File: src/init_pkg.sv
// Package holding register offsets, field layouts, reset values and timing for the init block.
package init_pkg;

  // ------------------------------------------------------------
  // Register offsets
  // ------------------------------------------------------------
  localparam logic [3:0] OFS_MODE   = 4'h0;
  localparam logic [3:0] OFS_POWER  = 4'h1;
  localparam logic [3:0] OFS_PINS   = 4'h2;
  localparam logic [3:0] OFS_FRAME  = 4'h3;
  localparam logic [3:0] OFS_CTRL   = 4'h4;
  localparam logic [3:0] OFS_STATUS = 4'h5;

  // ------------------------------------------------------------
  // Field positions
  // ------------------------------------------------------------
  localparam int POW_OSC  = 0;
  localparam int POW_DISP = 1;
  localparam int POW_REG  = 2;
  localparam int POW_PUMP = 3;
  localparam int POW_BIAS = 4;
  localparam int CTRL_SWRST = 0;

  // ------------------------------------------------------------
  // Reset values
  // ------------------------------------------------------------
  localparam logic [3:0] DUTY_RST  = 4'hF;
  localparam logic [2:0] BIAS_RST  = 3'h5;
  localparam logic [4:0] POWER_RST = 5'h00;
  localparam logic [3:0] PIN_MODE_RST = 4'h0;
  localparam logic [3:0] PIN_LVL_RST  = 4'h0;
  localparam logic [3:0] FRAME_RST = 4'hA;
  localparam logic [1:0] BLINK_RST = 2'h0;

  // ------------------------------------------------------------
  // Timing
  // ------------------------------------------------------------
  localparam int CLK_HZ      = 25000000;
  localparam int INIT_TIME_US = 1000;
  localparam int INIT_CYCLES = CLK_HZ / 1000000 * INIT_TIME_US;
  localparam int CNT_W       = 16;

endpackage

File: src/cfg_if.sv
// Interface carrying the configuration state from the register file to the output stage.
interface cfg_if;
  logic [3:0] duty;
  logic [2:0] bias;
  logic [4:0] power;
  logic [3:0] pin_pwm;
  logic [3:0] pin_level;
  logic [3:0] frame;
  logic [1:0] blink;
  logic       busy;
  modport src (output duty, bias, power, pin_pwm, pin_level, frame, blink, busy);
  modport dst (input duty, bias, power, pin_pwm, pin_level, frame, blink, busy);
endinterface

File: src/out_stage.sv
// Output stage that forces driver pins to ground while the display or init holds them.
module out_stage #(
  parameter int NGPO = 4
) (
  // Clock and reset.
  input  wire logic            clk,
  input  wire logic            sys_rst,
  // Configuration.
  cfg_if.dst                   cfg,
  // Pin levels.
  output logic                 drive_on,
  output logic [NGPO-1:0]      general_output_pin
);

  typedef struct packed {
    logic            drive_on;
    logic [NGPO-1:0] pins;
  } out_s;

  out_s st;
  out_s next_st;

  // Commons and segments drive only with display and oscillator both on.
  always_comb begin
    next_st = st;
    next_st.drive_on = cfg.power[init_pkg::POW_OSC] & cfg.power[init_pkg::POW_DISP] & ~cfg.busy;
    for (int i = 0; i < NGPO; i++) begin
      next_st.pins[i] = cfg.busy ? 1'b0 : cfg.pin_level[i];
    end
  end

  // Register the outputs; reset lands them at ground.
  always_ff @(posedge clk) begin
    if (sys_rst) begin
      st <= '0;
    end else begin
      st <= next_st;
    end
  end

  assign drive_on = st.drive_on;
  assign general_output_pin = st.pins;

  pins_low_a: assert property (@(posedge clk) disable iff (sys_rst)
    cfg.busy |=> (general_output_pin == '0) && !drive_on)
    else $error("pins not low during init");

endmodule

File: src/lcd_init.sv
// Power-on initialisation and configuration registers of the LCD controller.
//
// Notes on behaviour
// - Reset loads every configuration register with defaults; display memory is untouched.
// - Default drive mode is one-sixteenth duty, one-fifth bias.
// - Oscillator stopped and display off until software enables them.
// - Commons, segments and general outputs sit at ground after reset.
// - Regulator, charge pump and bias circuit are off after reset.
// - General outputs default to binary mode, pulse-width mode off.
// - Frame rate field defaults to code 1010, nominal 200 Hz.
// - Blinking defaults to off.
module lcd_init #(
  parameter int INIT_CYCLES = init_pkg::INIT_CYCLES,
  parameter int NGPO        = 4
) (
  // Clock and reset.
  input  wire logic            clk,
  input  wire logic            sys_rst,
  // Register port.
  input  wire logic [3:0]      addr,
  input  wire logic [7:0]      wdata,
  input  wire logic            wr,
  input  wire logic            rd,
  output logic [7:0]           rdata,
  // Configuration outputs.
  output logic [3:0]           duty,
  output logic [2:0]           bias,
  output logic [4:0]           power,
  output logic [3:0]           pin_pwm,
  output logic [3:0]           frame,
  output logic [1:0]           blink,
  output logic                 busy,
  // Pins.
  output logic                 drive_on,
  output logic [NGPO-1:0]      general_output_pin
);

  // ------------------------------------------------------------
  // State
  // ------------------------------------------------------------
  typedef struct packed {
    logic [3:0]               duty;
    logic [2:0]               bias;
    logic [4:0]               power;
    logic [3:0]               pin_pwm;
    logic [3:0]               pin_level;
    logic [3:0]               frame;
    logic [1:0]               blink;
    logic                     busy;
    logic [init_pkg::CNT_W-1:0] cnt;
    logic [7:0]               rdata;
  } regs_s;

  // Display memory is kept outside this block, so neither reset can disturb it.
  regs_s st;
  regs_s next_st;
  cfg_if cfg ();

  // Load the documented defaults and restart the settle counter.
  function automatic regs_s defaults(input regs_s cur);
    regs_s d;
    d = cur;
    d.duty      = init_pkg::DUTY_RST;
    d.bias      = init_pkg::BIAS_RST;
    d.power     = init_pkg::POWER_RST;
    d.pin_pwm   = init_pkg::PIN_MODE_RST;
    d.pin_level = init_pkg::PIN_LVL_RST;
    d.frame     = init_pkg::FRAME_RST;
    d.blink     = init_pkg::BLINK_RST;
    d.busy      = 1'b1;
    d.cnt       = '0;
    return d;
  endfunction

  // ------------------------------------------------------------
  // Next-state logic
  // ------------------------------------------------------------
  always_comb begin
    next_st = st;
    next_st.rdata = 8'h00;
    // Settle counter ends the init window; writes are ignored meanwhile.
    if (st.busy) begin
      if (st.cnt == init_pkg::CNT_W'(INIT_CYCLES - 1)) begin
        next_st.busy = 1'b0;
      end else begin
        next_st.cnt = st.cnt + 1'b1;
      end
    end
    if (wr && !st.busy) begin
      unique case (addr)
        init_pkg::OFS_MODE: begin
          next_st.duty = wdata[3:0];
          next_st.bias = wdata[6:4];
        end
        init_pkg::OFS_POWER: next_st.power = wdata[4:0];
        init_pkg::OFS_PINS: begin
          next_st.pin_pwm   = wdata[7:4];
          next_st.pin_level = wdata[3:0];
        end
        init_pkg::OFS_FRAME: begin
          next_st.frame = wdata[3:0];
          next_st.blink = wdata[5:4];
        end
        init_pkg::OFS_CTRL: begin
          if (wdata[init_pkg::CTRL_SWRST]) begin
            // Built on next_st so that the cleared read data are not brought back.
            next_st = defaults(next_st);
          end
        end
        default: ;
      endcase
    end
    if (rd) begin
      unique case (addr)
        init_pkg::OFS_MODE:   next_st.rdata = {1'b0, st.bias, st.duty};
        init_pkg::OFS_POWER:  next_st.rdata = {3'h0, st.power};
        init_pkg::OFS_PINS:   next_st.rdata = {st.pin_pwm, st.pin_level};
        init_pkg::OFS_FRAME:  next_st.rdata = {2'h0, st.blink, st.frame};
        init_pkg::OFS_STATUS: next_st.rdata = {7'h00, st.busy};
        default:              next_st.rdata = 8'h00;
      endcase
    end
  end

  // Register the state; reset takes the defaults.
  always_ff @(posedge clk) begin
    if (sys_rst) begin
      st <= defaults('0);
    end else begin
      st <= next_st;
    end
  end

  // ------------------------------------------------------------
  // Outputs
  // ------------------------------------------------------------
  assign rdata   = st.rdata;
  assign duty    = st.duty;
  assign bias    = st.bias;
  assign power   = st.power;
  assign pin_pwm = st.pin_pwm;
  assign frame   = st.frame;
  assign blink   = st.blink;
  assign busy    = st.busy;

  // Feed the output stage.
  assign cfg.duty      = st.duty;
  assign cfg.bias      = st.bias;
  assign cfg.power     = st.power;
  assign cfg.pin_pwm   = st.pin_pwm;
  assign cfg.pin_level = st.pin_level;
  assign cfg.frame     = st.frame;
  assign cfg.blink     = st.blink;
  assign cfg.busy      = st.busy;

  out_stage #(.NGPO(NGPO)) u_out (
    .clk                (clk),
    .sys_rst            (sys_rst),
    .cfg                (cfg.dst),
    .drive_on           (drive_on),
    .general_output_pin (general_output_pin)
  );

  // ------------------------------------------------------------
  // Checks
  // ------------------------------------------------------------
  // Drive mode, frame, blink and pin mode fields land on their defaults one edge after reset.
  reset_defaults_a: assert property (@(posedge clk)
    sys_rst |=> (duty == 4'hF) && (bias == 3'h5) && (frame == 4'hA) && (blink == 2'h0)
    && (pin_pwm == 4'h0)) else $error("bad defaults");
  drive_mode_a: assert property (@(posedge clk)
    sys_rst |=> (duty == 4'hF) && (bias == 3'h5)) else $error("drive mode not default");

  // Oscillator, display and the analog helpers all come up switched off.
  osc_off_a: assert property (@(posedge clk)
    sys_rst |=> !power[0] && !power[1] && !drive_on)
    else $error("osc or display on after reset");
  analog_off_a: assert property (@(posedge clk)
    sys_rst |=> power[4:2] == 3'h0) else $error("analog helpers on");

  // General outputs in binary mode, frame code and blinking at their defaults.
  pin_binary_a: assert property (@(posedge clk)
    sys_rst |=> pin_pwm == 4'h0) else $error("general outputs not binary");
  frame_rate_a: assert property (@(posedge clk)
    sys_rst |=> frame == 4'hA) else $error("frame code wrong");
  blink_off_a: assert property (@(posedge clk)
    sys_rst |=> blink == 2'h0) else $error("blink not off");

  // A software reset reloads the defaults and reopens the init window.
  soft_reset_a: assert property (@(posedge clk) disable iff (sys_rst)
    (wr && !busy && addr == init_pkg::OFS_CTRL && wdata[init_pkg::CTRL_SWRST])
    |=> busy && power == 5'h00 && frame == 4'hA && pin_pwm == 4'h0 && duty == 4'hF)
    else $error("software reset failed");

  // The init window lasts at least eight cycles and closes exactly on the last count.
  init_len_a: assert property (@(posedge clk) disable iff (sys_rst)
    $rose(busy) |-> busy [*8]) else $error("init too short");
  init_end_a: assert property (@(posedge clk) disable iff (sys_rst)
    (busy && st.cnt == init_pkg::CNT_W'(INIT_CYCLES - 1)) |=> !busy)
    else $error("init window did not close");

  // Writes during the init window are dropped, so the defaults survive it.
  busy_write_a: assert property (@(posedge clk) disable iff (sys_rst)
    (wr && busy) |=> (power == $past(power)) && (duty == $past(duty))
    && (frame == $past(frame)) && (pin_pwm == $past(pin_pwm)))
    else $error("write taken during init");

  // Read data stand for one cycle only and read as zero otherwise.
  rdata_idle_a: assert property (@(posedge clk) disable iff (sys_rst)
    !rd |=> rdata == 8'h00) else $error("read data not cleared");

  // Scenarios: init end, software reset, display on, pulse-width select, status read.
  init_done_c:   cover property (@(posedge clk) disable iff (sys_rst) $fell(busy));
  soft_rst_c:    cover property (@(posedge clk) disable iff (sys_rst)
    wr && !busy && addr == init_pkg::OFS_CTRL && wdata[init_pkg::CTRL_SWRST]);
  display_c:     cover property (@(posedge clk) disable iff (sys_rst) drive_on);
  pwm_select_c:  cover property (@(posedge clk) disable iff (sys_rst) pin_pwm != 4'h0);
  status_read_c: cover property (@(posedge clk) disable iff (sys_rst)
    rd && addr == init_pkg::OFS_STATUS);

endmodule

File: config.mk
export PLATFORM = sky130hd
export DESIGN_NAME = lcd_init
export DESIGN_NICKNAME = d
export VERILOG_FILES = /design/src/init_pkg.sv /design/src/cfg_if.sv /design/src/out_stage.sv /design/src/lcd_init.sv
export SDC_FILE = /design/constraint.sdc
export NUM_CORES = 1
export LEC_CHECK = 0
export ABC_AREA = 1
export ABC_CLOCK_PERIOD_IN_PS = 3350
export BUFFER_PORTS_ARGS = -buffer_cell sky130_fd_sc_hd__buf_2
export CORE_AREA = 8 8 87 89
export CTS_CLUSTER_DIAMETER = 150
export DETAILED_ROUTE_END_ITERATION = 12
export DIE_AREA = 0 0 95 97
export GPL_TIMING_DRIVEN = 0
export PLACE_DENSITY = 0.69
export RECOVER_POWER = 50
export SETUP_SLACK_MARGIN = 0.05
export SYNTH_ARGS = -nofsm -noshare
export SYNTH_HDL_FRONTEND = slang
export SYNTH_SLANG_ARGS = --single-unit
File: constraint.sdc
create_clock -name clk -period 3.35 [get_ports clk]
set_clock_uncertainty 0.2 [all_clocks]
set_input_delay 0.8375 -clock clk [delete_from_list [all_inputs] [get_ports clk]]
set_output_delay 0.8375 -clock clk [all_outputs]
set_load 0.05 [all_outputs]
Word level (Yosys, flattened, before mapping). Index checks and enable logic that the tools add are counted.

Add/sub/neg operators: 1. Bitwise gates (word level): 3. Equal/unequal tests: 7. Muxes and demuxes: 12. Reduce and logical (&&, ||, !) cells: 12.

Operator list (number): two-way mux 51 bit (1); two-way mux 25 bit (2); one-hot mux 8 bit (5 select lines) (1); two-way mux 17 bit (1); adder 16 x 1 -> 16 bit, second input constant (1); equality test 16 x 15 -> 1 bit, second input constant (1); two-way mux 16 bit (1); one-hot mux 8 bit (2 select lines) (1); one-hot mux 7 bit (2 select lines) (1); one-hot mux 6 bit (2 select lines) (1); AND reduction 3 bit (4); one-hot mux 5 bit (2 select lines) (1); equality test 4 x 2 -> 1 bit, second input constant (2); equality test 4 x 3 -> 1 bit, second input constant (2); two-way mux 8 bit (1); nonzero test 2 bit (4); equality test 4 x 1 -> 1 bit, second input constant (1); zero test 4 bit (1); bitwise AND 1 bit (2); != test 2 bit, second input constant (1); OR reduction 2 bit (1); logical AND 1 bit (1); zero test 1 bit (1); two-way mux 1 bit (1); inverter 1 bit (1).

Logic and storage cells: 47. Output and inout port bits: 36. Register bits: 56. Bits of input ports: 16.

Depth between registers and ports, before layout. Gate-level depths: netlist of run 1.

Depth in word-level cells: 7. Depth in mapped cells: 12. Gate-level depth less buffers: 11.

Modules after synthesis. Synthesis of run 1 repeated with hierarchy kept, for this count alone.

Cell total of the unflattened synthesis: 454. Area total of the unflattened synthesis: 3075.4 µm².

By module, submodules not included: lcd_init (sequential area each 1021.0 µm², times used 1, cells an instance 436, area an instance 2906.5 µm²); out_stage (sequential area each 100.1 µm², times used 1, cells an instance 18, area an instance 168.9 µm²).

Worst setup path after synthesis of run 1. OpenSTA, ideal clock, no wires.

Kind: input port to flip-flop. Start point: input port addr[2]. End point: register st (netlist bit blink[1]). Data arrival time: 1655 ps. Buffers on the path: 1. Setup time: 114 ps. Data required time: 3036 ps. Stages on the path: 12. Setup slack: 1381 ps. Cell sequence: inv_1 nor2_4 nand2_8 inv_4 nand2_4 nand2_4 inv_4 nand2_4 buf_6 nand2_1 nand2_1 nor2_2.

Cells in the longest elaborated chain, start to end: 3. Elaborated cells between the ends (all ways): 6. Classes of those cells: 3 x eq/ne; 1 x mux; 2 x reduce/logical.

Ends and longest elaborated chain: from (decl) (line lcd_init.sv:20) `input wire logic [3:0] addr,`; equality test 4 x 3 -> 1 bit / equality test 4 x 2 -> 1 bit (equally long branches) (line lcd_init.sv:90) `unique case (addr)`; != test 2 bit (no line) / nonzero test 2 bit (equally long branches); AND reduction 3 bit (no line); to (signal assigned) (line lcd_init.sv:128) `st <= defaults('0);`; to (signal assigned) (line lcd_init.sv:130) `st <= next_st;`; to (decl) (line lcd_init.sv:55) `regs_s st;`.

Parallel ways exist; a longest one is shown, timed or not. A chain may end at the register's enable or synchronous reset.

Final worst setup path of run 1.
Start point: input port addr[1]. End point: register st (netlist bit cfg.pin_level[3]).

Same word-level chain as after synthesis.

==> results.yml, run 1 <==
worst_setup_path:
  slowest_stage: "nor2_1"
  end_kind: "flip-flop"
  crit_type: "in2reg"
  cp.required_ps: 3400
  r2r_slack_ps: 1430
  cpPeakStageDelay_ps: 410
  arrival_ps: 2670
  crit_fanout: 8
  start_kind: "primary input"
  reg2reg_depth: 7
  crit_chain: "clkbuf_1 -> nor2_1 -> nand2_8 -> clkinvlp_2 -> nand2_4 -> nand2_4 -> clkinvlp_2 -> nand2_2 -> nand2_1 -> a21oi_1"
synth:
  yosysUniqueCellTypes: 27
  synth_area_leader_cell: "dfxtp_1"
  seq_area_frac_synth_pct: 37.8
  synth-edff-count: 0
  synthFlopType: "dfxtp_1"
  avgSynthCellArea_um2: 6.70
  ys_seq_elements: 56
  syn_area_um2: 2970
  async_flop_share_pct: 0
  synth.top_cell.area_share_pct: 37.8
  yosys_warnings: 0
  syn-num-nets: 460
  synth.area.top_cells: "dfxtp_1 38%, nand2_1 13%, buf_4 7.8%"
  syn_inst: 443
global_route:
  grt_pass1_wl_um: 12400
  overflow: 0
  grt_max_degree: 19
  antenna_found_initial: 0
  grt_pass1_vias: 2665
  globalRouteTotalUtil_pct: 16.4
die:
  die_w_um: 95
  die-area_um2: 9220
  fp-row-count: 29
  io_pins: 52
  start_util_pct: 47.9
  design.core.area_um2: 6200
  die_y_um: 97
job:
  maxCapViolCount: 0
route:
  wl_per_cell_um: 12.9
  vias: 2869
  via_per_inst: 4.96
  top_layer: "met4"
  wl_met2_um: 3300
  route.detailed.drc: 0
  dr.pass1.iters: 4
  dr_wl_met3_um: 536
  antenna_left: 0
  routed_wl_um: 7480
  drtIter0Drc: 228
  met1_length_um: 3550
clock_network:
  clock_path_buffers: 2
  cts_tree: "done"
  cts_setup_buffers: 0
  cts_max_level: 2
  ctsHoldBuffers: 0
  clk_pin_slew_ps: 110
  cts_resized: 0
  cts.sinks: 56
  cts_buffers: 5
  cts-root-buf: "clkbuf_8"
  clk_latency_ps: 330
place:
  port_buffers: 51
  dpl.hpwl_um: 5850
  place_congestion: 0.915
power:
  ir_drop_v: 0.000164
  cellLeakagePower_nw: 1.57
  p_per_area_nw_per_um2: 334
  total_power_mw: 1.13
status:
  status: "finished, final reports clean"
sta:
  drv_slew: 0
  max_freq_ghz: 0.382
  finalHoldViolCount: 0
  fin_crit_ps: 2620
  period_share_pct: 78.1
  rsz0062_at_grt: "no"
  worst_pin_slew_ps: 601
  maxSlewHeadroom_pct: 60.1
  final.setup.tns_ps: 0
  setup_viol: 0
final_layout:
  fillers: 623
  finalNetCount: 518
  n_antenna_cell: 0
  area_growth_pct: 13.9
  drive_gt1_share_pct: 20.1
hold_path:
  hp-class: "reg2reg"
  hold_depth: 2
-- critical path: cells and delay by family --
kind | cells | cell delay, ps
compound gates | 1 | 130
buf+inv | 3 | 660
simple gates | 6 | 1030
-- cells in the final DEF, fill, tap and decap left out --
cell,count
xor2_1,4
buf_2,44
clkinv_4,1
clkbuf_1,13
o21ai_1,1
ha_1,1
o22ai_1,2
buf_4,30
inv_2,3
clkinvlp_4,2
clkbuf_8,5
o21ai_0,17
nand2_1,107
nor3_1,6
nand2_2,2
nor2_1,60
nand2_8,1
inv_1,62
nand3_2,1
buf_6,2
nand4_1,13
nand3_1,33
nor2_2,4
clkinvlp_2,2
dfxtp_1,56
nor2_4,1
nand2_4,3
o221ai_1,1
a21oi_1,25
-- kinds of logic (layout without fill, tap and decap cells) --
group,after synthesis,in the layout,share of synthesized area [%]
buf+inv,105,164,17.9
compound gates,46,46,8.09
flops,56,56,37.8
xor+xnor,4,4,1.18
simple gates,231,231,34.6
fa+ha+maj,1,1,0.421
-- final timing paths --
check,startpoint,to
setup reg to reg,busy,st[10]
hold reg to reg,cfg.pin_level[2],u_out.general_output_pin[2]
setup / recovery,addr[1],cfg.pin_level[3]
hold / removal,cfg.pin_level[2],u_out.general_output_pin[2]
-- cell type report --
| class | instances | area [um^2] | area share (%) |
|---|---|---|---|
| Multi-Input combinational cell | 282 | 1300 | 38.5 |
| Sequential cell | 56 | 1120 | 33.2 |
| Buffer | 38 | 272 | 8.03 |
| Inverter | 67 | 254 | 7.51 |
| Timing Repair Buffer | 51 | 245 | 7.25 |
| Tap cell | 77 | 96.3 | 2.85 |
| Clock buffer | 5 | 68.8 | 2.04 |
| Clock inverter | 3 | 23.8 | 0.703 |
-- state kept, by name, summed over array words and instances (netlist names) --
register,cells
cfg.pin_level,4
u_out.drive_on,1
u_out.general_output_pin,4
power,5
rdata,8
st,16
duty,4
blink,2
busy,1
pin_pwm,4
bias,3
frame,4
-- per-stage QoR --
step	std cells	worst slack, ps	cell area, um^2	hold WS [ps]	utilization [%]
CTS	579	1210	3410	263	55.0
global placement	571	954	3320	250	53.5
global route	579	561	3380	288	54.5
detailed placement	571	877	3320	245	53.5
finish	579	732	3380	263	54.5
floorplan	443	1380	2970	225	-
-- synthesized netlist by cell type (3+ instances only) --
cell and instances:
nand2_1 106, inv_1 62, nor2_1 58, dfxtp_1 56, nand3_1 33, buf_4 31, a21oi_1 24, o21ai_0 16
nand4_1 13, nor3_1 6, nor2_2 5, clkbuf_1 4, xor2_1 4, inv_2 3, nand2_2 3, nand2_4 3
-- report_power, final --
group          switching, mW  total, mW  internal, mW  leakage [nW]
combinational         0.0494     0.0697        0.0203          1.07
clock                  0.238      0.387         0.149        0.0404
sequential           0.00400      0.673         0.669         0.452
-- metal layers --
layer	GRT usage [%]	vias up
li1	-	1468
met1	22.5	1300
met2	24.4	91
met3	3.94	10
met4	5.17	0
met5	0	-
Note: power is estimated with default switching activity, not from simulation.
==> run 2: changes to the inputs <==
--- a/config.mk
+++ b/config.mk
@@ -6,7 +6,7 @@
 export NUM_CORES = 1
 export LEC_CHECK = 0
 export ABC_AREA = 1
-export ABC_CLOCK_PERIOD_IN_PS = 3350
+export ABC_CLOCK_PERIOD_IN_PS = 2650
 export BUFFER_PORTS_ARGS = -buffer_cell sky130_fd_sc_hd__buf_2
 export CORE_AREA = 8 8 87 89
 export CTS_CLUSTER_DIAMETER = 150
==> constraint.sdc (replaced) <==
create_clock -name clk -period 2.65 [get_ports clk]
set_clock_uncertainty 0.2 [all_clocks]
set_input_delay 0.6625 -clock clk [delete_from_list [all_inputs] [get_ports clk]]
set_output_delay 0.6625 -clock clk [all_outputs]
set_load 0.05 [all_outputs]
==> results.yml, run 2 (same netlist as run 1, synthesis figures left out) <==
clock_network:
  cts_tree: "done"
  cts-root-buf: "clkbuf_8"
  clock_path_buffers: 2
  ctsHoldBuffers: 0
  cts_setup_buffers: 0
  cts.sinks: 56
  clk_latency_ps: 330
  cts_buffers: 5
  cts_max_level: 2
  cts_resized: 0
  clk_pin_slew_ps: 110
final_layout:
  final_common_cell: "nand2_1"
  regMostFlops: "st"
  finalNetCount: 518
  area_growth_pct: 12.6
  largest_reg_flops: 16
  layout.cells.non_filler: 579
  layout_common_cells: "111 x nand2_1, 62 x inv_1, 60 x nor2_1"
  fillers: 627
  final_area_um2: 3340
  n_antenna_cell: 0
  drive_gt1_share_pct: 18.9
die:
  fp-row-count: 29
  start_util_pct: 47.9
  die_y_um: 97
  die-area_um2: 9220
  die_w_um: 95
  design.core.area_um2: 6200
  io_pins: 52
route:
  dr.pass1.iters: 5
  antenna_left: 0
  wl_per_cell_um: 12.9
  drtIter0Drc: 234
  via_per_inst: 4.97
  route.detailed.drc: 0
  routed_wl_um: 7470
  vias: 2877
worst_setup_path:
  end_kind: "flip-flop"
  arrival_ps: 2180
  start_kind: "primary input"
  cp.required_ps: 2670
  crit_fanout: 10
  crit_type: "in2reg"
global_route:
  grt_max_degree: 19
  overflow: 0
  grt_pass1_wl_um: 12400
  antenna_found_initial: 0
  grt_pass1_vias: 2665
  globalRouteTotalUtil_pct: 16.4
job:
  maxCapViolCount: 0
sta:
  period_share_pct: 81.5
  drv_slew: 0
  fin_crit_ps: 2160
  final.setup.tns_ps: 0
  rsz0062_at_grt: "no"
  worst_pin_slew_ps: 601
  maxSlewHeadroom_pct: 60.1
  finalHoldViolCount: 0
  finalWorstSetupSlack_ps: 491
  max_freq_ghz: 0.463
  setup_viol: 0
place:
  place_area_um2: 3320
  dp_slack_ps: 352
  dp_cells: 571
  place_congestion: 0.915
  dpl.hpwl_um: 5850
  port_buffers: 51
power:
  cellLeakagePower_nw: 1.54
  p_per_area_nw_per_um2: 426
  ir_drop_v: 0.000207
  total_power_mw: 1.42
hold_path:
  hp-class: "reg2reg"
status:
  status: "finished, final reports clean"
-- run 2: changes by cell type in the layout (fill, tap and decap cells not counted), moves of 2 or more --
| cell | before | now |
|---|---|---|
| buf_2 | 44 | 41 |
| nand2_4 | 3 | 0 |
| clkbuf_1 | 13 | 15 |
| clkinvlp_2 | 2 | 0 |
| inv_4 | 0 | 2 |
| nand2_1 | 107 | 111 |
-- run 2: power by group --
group	internal [mW]	switching (mW)	total, mW
clock	0.188	0.301	0.489
sequential	0.846	0.00507	0.851
combinational	0.0255	0.0594	0.0849
-- run 2: routing by layer --
metal | global-route usage (%) | up-vias | wire [um]
met5 | 0 | - | 0
met4 | 5.17 | 0 | 66
met3 | 3.94 | 6 | 580
met2 | 24.4 | 101 | 3300
met1 | 22.5 | 1303 | 3530
li1 | - | 1467 | -
-- run 2: path summary, 6_finish.rpt --
check / endpoint / slack (ps) / depth (start not counted) / startpoint
max: st[17] / 490 / 8 / addr[1]
min reg2reg: u_out.general_output_pin[2] / 260 / 2 / cfg.pin_level[2]
max reg2reg: st[18] / 810 / 9 / st[8]
min: u_out.general_output_pin[2] / 260 / 2 / cfg.pin_level[2]
-- run 2: cell type report --
cell class / instances / area (um^2) / share of cell area [%]
Buffer: 38 / 275 / 8.23
Clock buffer: 5 / 68.8 / 2.06
Clock inverter: 3 / 23.8 / 0.711
Inverter: 67 / 256 / 7.67
Multi-Input combinational cell: 282 / 1260 / 37.7
Sequential cell: 56 / 1120 / 33.5
Tap cell: 77 / 96.3 / 2.88
Timing Repair Buffer: 51 / 241 / 7.22
-- run 2: stage by stage --
step / utilization (%) / hold WS (ps)
floorplan: - / 225
global placement: 53.5 / 250
detailed placement: 53.5 / 245
CTS: 55.0 / 263
global route: 53.9 / 288
finish: 53.9 / 263
-- run 2: critical path: stages --
cell and delay, ps:
clkbuf_1 110, nor2_1 220, nand2_1 280, nor2_1 350, a21oi_1 190, buf_4 220
o21ai_0 80, nor2_1 50
